File: config.mk
export PLATFORM = sky130hd
export DESIGN_NAME = spisad_top
export DESIGN_NICKNAME = d
export VERILOG_FILES = /design/src/rtl/spisad_pkg.sv /design/src/rtl/spisad_top.sv
export SDC_FILE = /design/constraint.sdc
export NUM_CORES = 1
export LEC_CHECK = 0
export ABC_AREA = 1
export BUFFER_PORTS_ARGS = -buffer_cell sky130_fd_sc_hd__buf_2
export CORE_ASPECT_RATIO = 1.4
export CORE_MARGIN = 1
export CORE_UTILIZATION = 40
export CTS_CLUSTER_DIAMETER = 60
export DETAILED_ROUTE_END_ITERATION = 16
export HOLD_SLACK_MARGIN = 0.12
export PLACE_DENSITY_LB_ADDON = 0.2
export SYNTH_ARGS = -nofsm -noshare
export SYNTH_HDL_FRONTEND = slang
export SYNTH_SLANG_ARGS = --single-unit
File: constraint.sdc
create_clock -name clk_i -period 3.5 [get_ports clk_i]
set_clock_uncertainty 0.05 [all_clocks]
set_input_delay 0.7 -clock clk_i [delete_from_list [all_inputs] [get_ports clk_i]]
set_output_delay 0.7 -clock clk_i [all_outputs]
set_load 0.01 [all_outputs]
File: src/rtl/spisad_pkg.sv
`default_nettype none
package spisad_pkg;
  // Register byte offsets
  localparam logic [7:0] OFS_CTRL      = 8'h00;
  localparam logic [7:0] OFS_IRQ_STAT  = 8'h04;
  localparam logic [7:0] OFS_IRQ_MASK  = 8'h08;
  localparam logic [7:0] OFS_FLAGS     = 8'h0C;
  localparam logic [7:0] OFS_STATUS    = 8'h10;
  localparam logic [7:0] OFS_MATCH     = 8'h14;
  localparam logic [7:0] OFS_DATA      = 8'h18;
  // Control fields
  localparam int CTRL_RXEN   = 0;
  localparam int CTRL_FRAME_FORMAT_SELECT   = 1;
  localparam int CTRL_MODE   = 2;
  localparam int CTRL_CHAR9  = 4;
  localparam int CTRL_W      = 5;
  localparam logic [4:0] CTRL_RST = 5'h00;
  // Status, flag and interrupt fields
  localparam int STAT_OVF    = 2;
  localparam int STAT_SYNC   = 15;
  localparam int FLAG_TXE    = 0;
  localparam int FLAG_RXC    = 1;
  localparam int IRQ_RXC     = 0;
  localparam int IRQ_TXE     = 1;
  localparam int IRQ_OVF     = 2;
  localparam int IRQ_W       = 3;
  // Address register fields
  localparam int MATCH_ADDR_LO = 0;
  localparam int MATCH_MASK_LO = 16;
  localparam logic [31:0] MATCH_RST = 32'h0000_0000;
  localparam logic [8:0]  DATA_RST  = 9'h000;
  // Domain crossing time
  localparam int CLK_PERIOD_NS = 50;
  localparam int SYNC_TIME_NS  = 100;
  localparam int SYNC_CYCLES   = (SYNC_TIME_NS + CLK_PERIOD_NS - 1) / CLK_PERIOD_NS;
  localparam logic [2:0] SYNC_LOAD = 3'(SYNC_CYCLES);
  typedef enum logic [1:0] {
    AM_MASK  = 2'h0,
    AM_TWO   = 2'h1,
    AM_RANGE = 2'h2
  } spisad_address_match_mode_t;
  typedef enum logic [3:0] {
    ST_IDLE = 4'h1,
    ST_ADDR = 4'h2,
    ST_DATA = 4'h4,
    ST_SKIP = 4'h8
  } spisad_state_t;
endpackage : spisad_pkg
`default_nettype wire

File: src/rtl/spisad_top.sv
`default_nettype none
module spisad_top (
  input  wire  logic        clk_i,
  input  wire  logic        rst_i,
  input  wire  logic        wb_cyc_i,
  input  wire  logic        wb_stb_i,
  input  wire  logic        wb_we_i,
  input  wire  logic [7:0]  wb_adr_i,
  input  wire  logic [3:0]  wb_sel_i,
  input  wire  logic [31:0] wb_dat_i,
  output var   logic [31:0] wb_dat_o,
  output var   logic        wb_ack_o,
  input  wire  logic        sck_i,
  input  wire  logic        ss_n_i,
  input  wire  logic        mosi_i,
  output var   logic        miso_o,
  output var   logic        miso_oe_n_o,
  output var   logic        irq_o
);
  import spisad_pkg::*;

  function automatic logic reg_is(input logic [7:0] a, input logic [7:0] ofs);
    return a[7:2] == ofs[7:2];
  endfunction : reg_is

  function automatic logic addr_hit(input logic [1:0] m, input logic [7:0] a,
                                    input logic [7:0] ad, input logic [7:0] mk);
    if (m == AM_MASK) begin
      return ((a ^ ad) & ~mk) == 8'h00;
    end else if (m == AM_TWO) begin
      return (a == ad) || (a == mk);
    end else if (m == AM_RANGE) begin
      return (a <= ad) && (a >= mk);
    end else begin
      return 1'b0;
    end
  endfunction : addr_hit

  // Bus side
  logic                req;
  logic                acc;
  logic                wr;
  logic                rd;
  logic [31:0]         wmask;
  logic [31:0]         wdat;
  logic [CTRL_W-1:0]   ctrl_bus;
  logic [CTRL_W-1:0]   ctrl_core;
  logic [15:0]         match_bus;
  logic [15:0]         match_core;
  logic [2:0]          sync_cnt;
  logic                sync_pending;
  logic [IRQ_W-1:0]    irq_stat;
  logic [IRQ_W-1:0]    irq_mask;
  logic [IRQ_W-1:0]    irq_ev;
  logic [31:0]         rdata;
  // Receive and transmit buffers
  logic [8:0]          rx_head;
  logic                rx_full;
  logic                rx_overflow_flag;
  logic [8:0]          tx_buf;
  logic                tx_full;
  logic [8:0]          tx_char;
  // Link side
  logic                sck_m;
  logic                sck_s;
  logic                sck_d;
  logic                ss_m;
  logic                ss_s;
  logic                ss_d;
  logic                mosi_m;
  logic                mosi_s;
  logic                rise;
  logic                fall;
  logic                frame_go;
  spisad_state_t       state;
  spisad_state_t       next_state;
  logic [3:0]          bit_cnt;
  logic [7:0]          shift_in;
  logic                char_done;
  logic [8:0]          rx_char;
  logic                hit;
  logic                store;
  logic                ovf_ev;
  logic                tx_load;
  logic [3:0]          last_bit;
  logic [3:0]          idx;

  assign req   = wb_cyc_i && wb_stb_i && !wb_ack_o;
  assign acc   = wb_cyc_i && wb_stb_i && wb_ack_o;
  assign wr    = acc && wb_we_i;
  assign rd    = req && !wb_we_i;
  assign wmask = {{8{wb_sel_i[3]}}, {8{wb_sel_i[2]}}, {8{wb_sel_i[1]}}, {8{wb_sel_i[0]}}};
  assign wdat  = wb_dat_i & wmask;

  // Ack one cycle after the request; unmapped offsets still answer
  always_ff @(posedge clk_i) begin
    if (rst_i) begin
      wb_ack_o <= 1'b0;
    end else begin
      wb_ack_o <= req;
    end
  end

  always_comb begin
    rdata = 32'h0000_0000;
    if (reg_is(wb_adr_i, OFS_CTRL)) begin
      rdata[CTRL_W-1:0] = ctrl_bus;
    end else if (reg_is(wb_adr_i, OFS_IRQ_STAT)) begin
      rdata[IRQ_W-1:0] = irq_stat;
    end else if (reg_is(wb_adr_i, OFS_IRQ_MASK)) begin
      rdata[IRQ_W-1:0] = irq_mask;
    end else if (reg_is(wb_adr_i, OFS_FLAGS)) begin
      rdata[FLAG_TXE] = !tx_full;
      rdata[FLAG_RXC] = rx_full;
    end else if (reg_is(wb_adr_i, OFS_STATUS)) begin
      rdata[STAT_SYNC] = sync_pending;
      rdata[STAT_OVF]  = rx_overflow_flag;
    end else if (reg_is(wb_adr_i, OFS_MATCH)) begin
      rdata[MATCH_ADDR_LO +: 8] = match_bus[7:0];
      rdata[MATCH_MASK_LO +: 8] = match_bus[15:8];
    end else if (reg_is(wb_adr_i, OFS_DATA)) begin
      rdata[8:0] = rx_overflow_flag ? 9'h000 : rx_head;
    end
  end

  always_ff @(posedge clk_i) begin
    if (rst_i) begin
      wb_dat_o <= 32'h0000_0000;
    end else if (req && !wb_we_i) begin
      wb_dat_o <= rdata;
    end
  end

  // Bus-side copies of control and address; the core copies follow after the crossing
  always_ff @(posedge clk_i) begin
    if (rst_i) begin
      ctrl_bus  <= CTRL_RST;
      match_bus <= 16'(MATCH_RST);
    end else if (wr && reg_is(wb_adr_i, OFS_CTRL)) begin
      ctrl_bus <= (ctrl_bus & ~wmask[CTRL_W-1:0]) | wdat[CTRL_W-1:0];
    end else if (wr && reg_is(wb_adr_i, OFS_MATCH)) begin
      match_bus <= (match_bus & ~{wmask[23:16], wmask[7:0]}) | {wdat[23:16], wdat[7:0]};
    end
  end

  // A new write restarts the crossing, so the core never sees a half update
  always_ff @(posedge clk_i) begin
    if (rst_i) begin
      sync_cnt <= 3'h0;
    end else if (wr && (reg_is(wb_adr_i, OFS_CTRL) || reg_is(wb_adr_i, OFS_MATCH))) begin
      sync_cnt <= SYNC_LOAD;
    end else if (sync_cnt != 3'h0) begin
      sync_cnt <= sync_cnt - 3'h1;
    end
  end
  assign sync_pending = sync_cnt != 3'h0;

  always_ff @(posedge clk_i) begin
    if (rst_i) begin
      ctrl_core  <= CTRL_RST;
      match_core <= 16'(MATCH_RST);
    end else if (sync_cnt == 3'h1) begin
      ctrl_core  <= ctrl_bus;
      match_core <= match_bus;
    end
  end

  // Link inputs: first stage read only by the second
  always_ff @(posedge clk_i) begin
    if (rst_i) begin
      sck_m  <= 1'b0;
      sck_s  <= 1'b0;
      sck_d  <= 1'b0;
      ss_m   <= 1'b1;
      ss_s   <= 1'b1;
      ss_d   <= 1'b1;
      mosi_m <= 1'b0;
      mosi_s <= 1'b0;
    end else begin
      sck_m  <= sck_i;
      sck_s  <= sck_m;
      sck_d  <= sck_s;
      ss_m   <= ss_n_i;
      ss_s   <= ss_m;
      ss_d   <= ss_s;
      mosi_m <= mosi_i;
      mosi_s <= mosi_m;
    end
  end
  assign rise     = sck_s && !sck_d && !ss_s;
  assign fall     = !sck_s && sck_d && !ss_s;
  assign frame_go = !ss_s && ss_d;
  assign last_bit = ctrl_core[CTRL_CHAR9] ? 4'h8 : 4'h7;
  assign idx      = last_bit - bit_cnt;

  always_comb begin
    char_done  = rise && (state != ST_IDLE) && (bit_cnt == last_bit);
    rx_char    = ctrl_core[CTRL_CHAR9] ? {shift_in, mosi_s} : {1'b0, shift_in[6:0], mosi_s};
    hit        = addr_hit(ctrl_core[CTRL_MODE +: 2], rx_char[7:0],
                          match_core[7:0], match_core[15:8]);
    store      = char_done && ctrl_core[CTRL_RXEN] &&
                 ((state == ST_DATA) || ((state == ST_ADDR) && hit));
    ovf_ev     = store && rx_full && !(rd && reg_is(wb_adr_i, OFS_DATA));
    tx_load    = frame_go || char_done;
    next_state = state;
    if (ss_s) begin
      next_state = ST_IDLE;
    end else if (frame_go) begin
      next_state = ctrl_core[CTRL_FRAME_FORMAT_SELECT] ? ST_ADDR : ST_DATA;
    end else if (char_done && (state == ST_ADDR)) begin
      next_state = hit ? ST_DATA : ST_SKIP;
    end
  end

  always_ff @(posedge clk_i) begin
    if (rst_i) begin
      state <= ST_IDLE;
    end else begin
      case (state)
        ST_IDLE: state <= next_state;
        ST_ADDR: state <= next_state;
        ST_DATA: state <= next_state;
        ST_SKIP: state <= next_state;
        default: state <= ST_IDLE;
      endcase
    end
  end

  always_ff @(posedge clk_i) begin
    if (rst_i) begin
      bit_cnt  <= 4'h0;
      shift_in <= 8'h00;
    end else if (frame_go || char_done) begin
      bit_cnt  <= 4'h0;
      shift_in <= 8'h00;
    end else if (rise && (state != ST_IDLE)) begin
      bit_cnt  <= bit_cnt + 4'h1;
      shift_in <= {shift_in[6:0], mosi_s};
    end
  end

  // Receive buffer; an overflow zeroes the head so the flag speaks for it
  always_ff @(posedge clk_i) begin
    if (rst_i) begin
      rx_head <= DATA_RST;
      rx_full <= 1'b0;
    end else if (!ctrl_core[CTRL_RXEN]) begin
      rx_full <= 1'b0;
    end else if (ovf_ev) begin
      rx_head <= 9'h000;
    end else if (store) begin
      rx_head <= rx_char;
      rx_full <= 1'b1;
    end else if (rd && reg_is(wb_adr_i, OFS_DATA)) begin
      rx_full <= 1'b0;
    end
  end

  // Set wins over a write-one clear in the same cycle
  always_ff @(posedge clk_i) begin
    if (rst_i) begin
      rx_overflow_flag <= 1'b0;
    end else if (ovf_ev) begin
      rx_overflow_flag <= 1'b1;
    end else if (!ctrl_core[CTRL_RXEN]) begin
      rx_overflow_flag <= 1'b0;
    end else if (wr && reg_is(wb_adr_i, OFS_STATUS) && wdat[STAT_OVF]) begin
      rx_overflow_flag <= 1'b0;
    end
  end

  // Transmit buffer; a write in the load cycle is kept for the next character
  always_ff @(posedge clk_i) begin
    if (rst_i) begin
      tx_buf  <= DATA_RST;
      tx_full <= 1'b0;
      tx_char <= DATA_RST;
    end else begin
      if (tx_load) begin
        tx_char <= tx_full ? tx_buf : 9'h000;
      end
      if (wr && reg_is(wb_adr_i, OFS_DATA)) begin
        tx_buf  <= (tx_buf & ~wmask[8:0]) | wdat[8:0];
        tx_full <= 1'b1;
      end else if (tx_load) begin
        tx_full <= 1'b0;
      end
    end
  end

  // Mode 0: data changes on the falling edge, first bit set at select
  always_ff @(posedge clk_i) begin
    if (rst_i) begin
      miso_o      <= 1'b0;
      miso_oe_n_o <= 1'b1;
    end else begin
      miso_oe_n_o <= ss_s;
      if (frame_go) begin
        miso_o <= tx_full ? tx_buf[last_bit] : 1'b0;
      end else if (fall) begin
        miso_o <= tx_char[idx];
      end
    end
  end

  // Interrupts
  assign irq_ev = {ovf_ev, tx_load && tx_full, store};
  always_ff @(posedge clk_i) begin
    if (rst_i) begin
      irq_stat <= '0;
      irq_mask <= '0;
      irq_o    <= 1'b0;
    end else begin
      if (wr && reg_is(wb_adr_i, OFS_IRQ_STAT)) begin
        irq_stat <= (irq_stat & ~wdat[IRQ_W-1:0]) | irq_ev;
      end else begin
        irq_stat <= irq_stat | irq_ev;
      end
      if (wr && reg_is(wb_adr_i, OFS_IRQ_MASK)) begin
        irq_mask <= (irq_mask & ~wmask[IRQ_W-1:0]) | wdat[IRQ_W-1:0];
      end
      irq_o <= |(irq_stat & irq_mask);
    end
  end
endmodule : spisad_top
`default_nettype wire

After elaboration in Yosys (flattened, before gate mapping)
Cells that the tools add are included.
{"block": "totals", "output_inout_bits": 36, "elab_cells": 195, "register_bits": 126}
{"block": "classes", "n_eq_ne": 18, "n_reduce_logical": 59, "n_mux": 57, "addsub": 3, "n_bitwise": 25, "magnitude_cmp": 4}
{"op": "$mux W9", "count": 16}
{"op": "$logic_and A1 B1 Y1", "count": 29}
{"op": "$and A24 B24 Y24", "count": 1}
{"op": "$mux W8", "count": 3}
{"op": "$mux W4", "count": 5}
{"op": "$eq A6 B3 Y1 const B", "count": 3}
{"op": "$mux W1", "count": 18}
{"op": "$mux W6", "count": 3}
{"op": "$and A16 B16 Y16", "count": 1}
{"op": "$eq A8 B8 Y1", "count": 2}
{"op": "$not A16 Y16", "count": 1}
{"op": "$or A16 B16 Y16", "count": 1}
{"op": "$eq A6 B2 Y1 const B", "count": 2}
{"op": "$mux W3", "count": 4}
{"op": "$reduce_bool A2 Y1", "count": 6}
{"op": "$lt A4 B5 Y1 const B", "count": 2}
{"op": "$and A3 B3 Y3", "count": 3}
{"op": "$and A9 B9 Y9", "count": 1}
{"op": "$not A9 Y9", "count": 1}
{"op": "$or A3 B3 Y3", "count": 3}
{"op": "$or A9 B9 Y9", "count": 1}
{"op": "$and A8 B8 Y8", "count": 1}
{"op": "$bmux W1 S4", "count": 2}
{"op": "$ge A8 B8 Y1", "count": 1}
{"op": "other kinds (35)", "count": 56}

Depth between registers and ports, before layout
{"block": "depth", "depth_word": 14, "depth_mapped": 18, "mapped_depth_nobuf": 18}

Least setup slack after synthesis
Ideal clock, no wire load.
{"block": "synth_path", "kind": "register to register", "startpoint": "register ctrl_core[4]", "endpoint": "register miso_o", "setup_slack_ns": 1.664, "arrival_ns": 1.656, "stages_incl_launch_ff": 11, "t_required_ns": 3.320, "cell_sequence": "dfxtp_1 > ha_1 > inv_1 > fa_1 > a21oi_1 > o21ai_0 > o21ai_0 > nand2_1 > o21ai_0 > o211ai_1 > a31oi_1"}
{"block": "synth_between", "elab_chain_len": 6}
{"element": "from (decl)", "line": "spisad_top.sv:47", "text": "logic [CTRL_W-1:0] ctrl_core;"}
{"element": "from (signal assigned)", "line": "spisad_top.sv:163", "text": "ctrl_core <= ctrl_bus;"}
{"element": "$mux W4 *", "line": "spisad_top.sv:193", "text": "assign last_bit = ctrl_core[CTRL_CHAR9] ? 4'h8 : 4'h7;"}
{"element": "$sub A4 B4 Y4", "line": "spisad_top.sv:194", "text": "assign idx = last_bit - bit_cnt;"}
{"element": "$bmux W1 S4", "line": "spisad_top.sv:301", "text": "miso_o <= tx_char[idx];"}
{"element": "$mux W1 (not written as such)", "line": "spisad_top.sv:301"}
{"element": "$mux W1", "line": "spisad_top.sv:300", "text": "end else if (fall) begin"}
{"element": "$mux W1 *", "line": "spisad_top.sv:298", "text": "if (frame_go) begin"}
{"element": "to (signal assigned)", "line": "spisad_top.sv:299", "text": "miso_o <= tx_full ? tx_buf[last_bit] : 1'b0;"}
{"element": "to (signal assigned)", "line": "spisad_top.sv:301"}
{"element": "to (decl)", "line": "spisad_top.sv:16", "text": "output var logic miso_o,"}
Mark *: on every way between the ends. The rest lies on a longest branch, timed or not. The select of a mux whose other input is x is not followed.
A chain may end at the register's enable or synchronous reset.

Worst setup path after layout
{"block": "layout_path", "startpoint": "register ctrl_core[4]", "endpoint": "register rx_head[6]"}
{"block": "layout_between", "elab_chain_len": 9}
{"element": "$mux W4 *", "line": "spisad_top.sv:193"}
{"element": "$eq A4 B4 Y1 *", "line": "spisad_top.sv:197", "text": "char_done = rise && (state != ST_IDLE) && (bit_cnt == last_bit);"}
{"element": "$logic_and A1 B1 Y1 *", "line": "spisad_top.sv:197"}
{"element": "$logic_and A1 B1 Y1 * (2 in series)", "line": "spisad_top.sv:201", "text": "store = char_done && ctrl_core[CTRL_RXEN] &&"}
{"element": "$logic_and A1 B1 Y1 (2 in series)", "line": "spisad_top.sv:203", "text": "ovf_ev = store && rx_full && !(rd && reg_is(wb_adr_i, OFS_DATA));"}
{"element": "$reduce_bool A2 Y1 (no source line)"}
{"element": "$reduce_and A2 Y1 (no source line)"}
{"element": "to (signal assigned)", "line": "spisad_top.sv:252", "text": "rx_head <= rx_char;"}
{"element": "to (decl)", "line": "spisad_top.sv:57", "text": "logic [8:0] rx_head;"}
Mark *: on every way between the ends. The rest lies on a longest branch, timed or not.

==> results.md <==
* Worst setup path end: rx_head[6]$_SDFFE_PP0P_
* Num rows at ~50
* Port bufs at 55
* Via count at between 4000 and 5000
* RSZ-0062 raised after global routing: no
* Die area at 15100 µm²
* Reg clk slew, reported paths at approximately 0.060 ns
* Total Nets Final at around 900
* CTS root buffer: clkbuf_16
* Dpl cells at 991
* Total track usage at between 20% and 30%
* ANT nets after route at 0
* Io pins at about 90
* Clock sinks at around 130
* Cell area after synthesis at 5840 µm²
* Vias/cell at around 4.9
* Initial antenna violation count at 0
* Ant diodes at 0
* #FFs+latches synth at roughly 130
* Leak at roughly 0.0028 µW
* EDFF count, synth at 0
* Final setup violation count at 0
* Setup slack, reg-to-reg at about 1.3 ns
* Most used cell, CP: nor2_1
* Start of the worst register-to-register path: ctrl_core[4]$_SDFFE_PP0P_
* Core area at 14100 µm²
* Worst EP required at 3.76 ns
* Cell family with most CP delay: simple AND/OR/NAND/NOR gates
* Number of global-route vias before repair at roughly 4700
* Arr. time, crit path at 2.48 ns
* Postcts setup bufs at 0
* Initial DRC count at around 260
* Chip height at between 100 and 150 µm
* Cells on worst reg2reg path at 9
* Final TNS setup at 0 ns
* Yosys top cell area share at between 40% and 50%
* Bufs on Longest Clock Path at 2
* Area growth syn-to-layout at 17.4%
* Crit end category: flip-flop
* Commonest non-fill, non-tap cell in the layout: nand2_1
* Hold_buf cts at 0
* CTS Buf Count at 17
* Hold Vio Cnt, Final at 0
* Crit Path Max Fanout at 16
* Worst slew pin tran at about 0.83 ns
* RePlAce Congestion at 0.928
* Max IR drop VDD at approximately 350 µV
* Global-route wire length before repair at 23.8 mm
* PwrDens at a little over 600 nW/µm²
* Worst-skew pair later-pin latency at 0.42 ns
* First drt pass iteration count at 6
* Die Wd at between 100 and 150 µm
* Syn Area/Cell at 7.55 µm²
* CP Buf/Inv Count at 1
* Htree depth at 4
* Synth Instances at 773
* Sequential share of the synthesized area at a little over two fifths
* Worst setup path start: ctrl_core[4]$_SDFFE_PP0P_
* Final worst-path cycle share at around 63%
* Largest net degree at the start of global routing at between 50 and 60
* Synth area leader: dfxtp_1
* CP max stage cell: dfxtp_1
* Distinct cells, synth at 47
* Fillers at 1411
* Most frequent cells in the layout: nand2_1 (133), dfxtp_1 (126), a21oi_1 (90)
* Final core utilization at approximately half
* Setup crit start kind: flip-flop
* Cell Count, Final, Fillers Out at slightly above 1000
* Slew margin rel. at 44.7%
* MaxCap Viol Count at 0
* Initial Util at between 40% and 50%
* Max Transition Viols Final at 0
* Top FF cell, synth: dfxtp_1
* Max Clock Freq at around 450 MHz
* Worst path cell trace: inv_1, ha_1, nand2_1, nor2_1, nand3b_4, nor2_4, nand2_2, nor2_1, nor2_1
* FFs w/ async S/R, synth at 0%
* Share of post-route cells with drive strength above 1 at approximately 16%
* Post-route DRC violation count at 0
* Synth warn at 0
* Cts repair resizes at 0
* TritonCTS clock tree: yes
* Half-perimeter wire length after placement at 10.5 mm
* Crit Reg-Reg Endpoint: rx_head[6]$_SDFFE_PP0P_
* Routed WL at 14.5 mm
* Run status: completed
* Total grt overflow at 0
* Routed WL per cell at ~14 µm
* CP peak stage delay at 0.42 ns
* Crit. path cell count at 9
* Final worst path period need at 2.22 ns
* Min-Delay Path Class: reg -> reg
* Synth area leaders: dfxtp_1 (43%), nand2_1 (8.5%), a21oi_1 (7.7%)
* Crit path kind: reg -> reg
-- routing by layer --
layer  global-route usage [%]  routed length [µm]
met4                     8.07                 316
met1                     25.4                6760
met3                     3.95                 509
met2                     33.4                6910
met5                        0                   0
-- worst min path at each step --
stage	to	cells after the start	slack (ns)	startpoint
floorplan	mosi_s$_SDFF_PP0_	2	0.34	mosi_m$_SDFF_PP0_
global placement	sck_s$_SDFF_PP0_	2	0.34	sck_m$_SDFF_PP0_
detailed placement	sck_s$_SDFF_PP0_	2	0.35	sck_m$_SDFF_PP0_
CTS	sck_s$_SDFF_PP0_	2	0.35	sck_m$_SDFF_PP0_
global route	ss_s$_SDFF_PP1_	1	0.38	ss_m$_SDFF_PP1_
finish	sck_s$_SDFF_PP0_	2	0.35	sck_m$_SDFF_PP0_
-- stage by stage --
stage | hold slack (ns) | total power (µW) | worst slack (ns) | area [µm²]
after floorplan | 0.338 | 2220 | 1.66 | 5890
after global placement | 0.341 | 2400 | 1.07 | 6210
after detailed placement | 0.346 | 2410 | 1.07 | 6210
after CTS | 0.352 | 4310 | 1.26 | 6860
after global routing | 0.376 | 4500 | 1.07 | 6860
final | 0.350 | 4280 | 1.28 | 6860
-- cell type report --
class	instances	area [µm²]	share of cell area, %
Multi-Input combinational cell	527	2790	40.6
Sequential cell	126	2520	36.8
Clock buffer	19	453	6.61
Inverter	94	355	5.18
Timing Repair Buffer	59	318	4.64
Tap cell	185	231	3.38
Clock inverter	13	189	2.76
-- synth_stat cells (all sizes together) (3+ instances only) --
| cell | instances |
|---|---|
| clkbuf | 13 |
| dfxtp | 126 |
| nand2 | 140 |
| o22ai | 3 |
| inv | 93 |
| nor2 | 84 |
| buf | 26 |
| ha | 21 |
| a31oi | 5 |
| nand4 | 6 |
| o21ai | 71 |
| nand3 | 46 |
| a21oi | 102 |
| nor3 | 9 |
| or2 | 4 |
| o211ai | 3 |
-- worst min-delay path, stage by stage, from the launching register on --
cell and delay, ns:
dfxtp_1 0.29, inv_1 0.04, nor2_1 0.03
-- cells by family after synthesis --
| group | count (synthesis) | share of synthesized area (%) |
|---|---|---|
| and+or+nand+nor | 294 | 23.1 |
| DFF | 126 | 43.2 |
| xor gates and xnor gates | 4 | 0.600 |
| AOI/OAI and AO/OA | 193 | 18.1 |
| buffers and inverters | 133 | 10.0 |
| adders and majority gates | 22 | 4.84 |
| other | 1 | 0.0642 |
-- where the power goes --
group          internal, µW  switching (µW)
clock                  1230             665
sequential             1540            80.4
combinational           278             486
(Power assumes the default switching activity.)
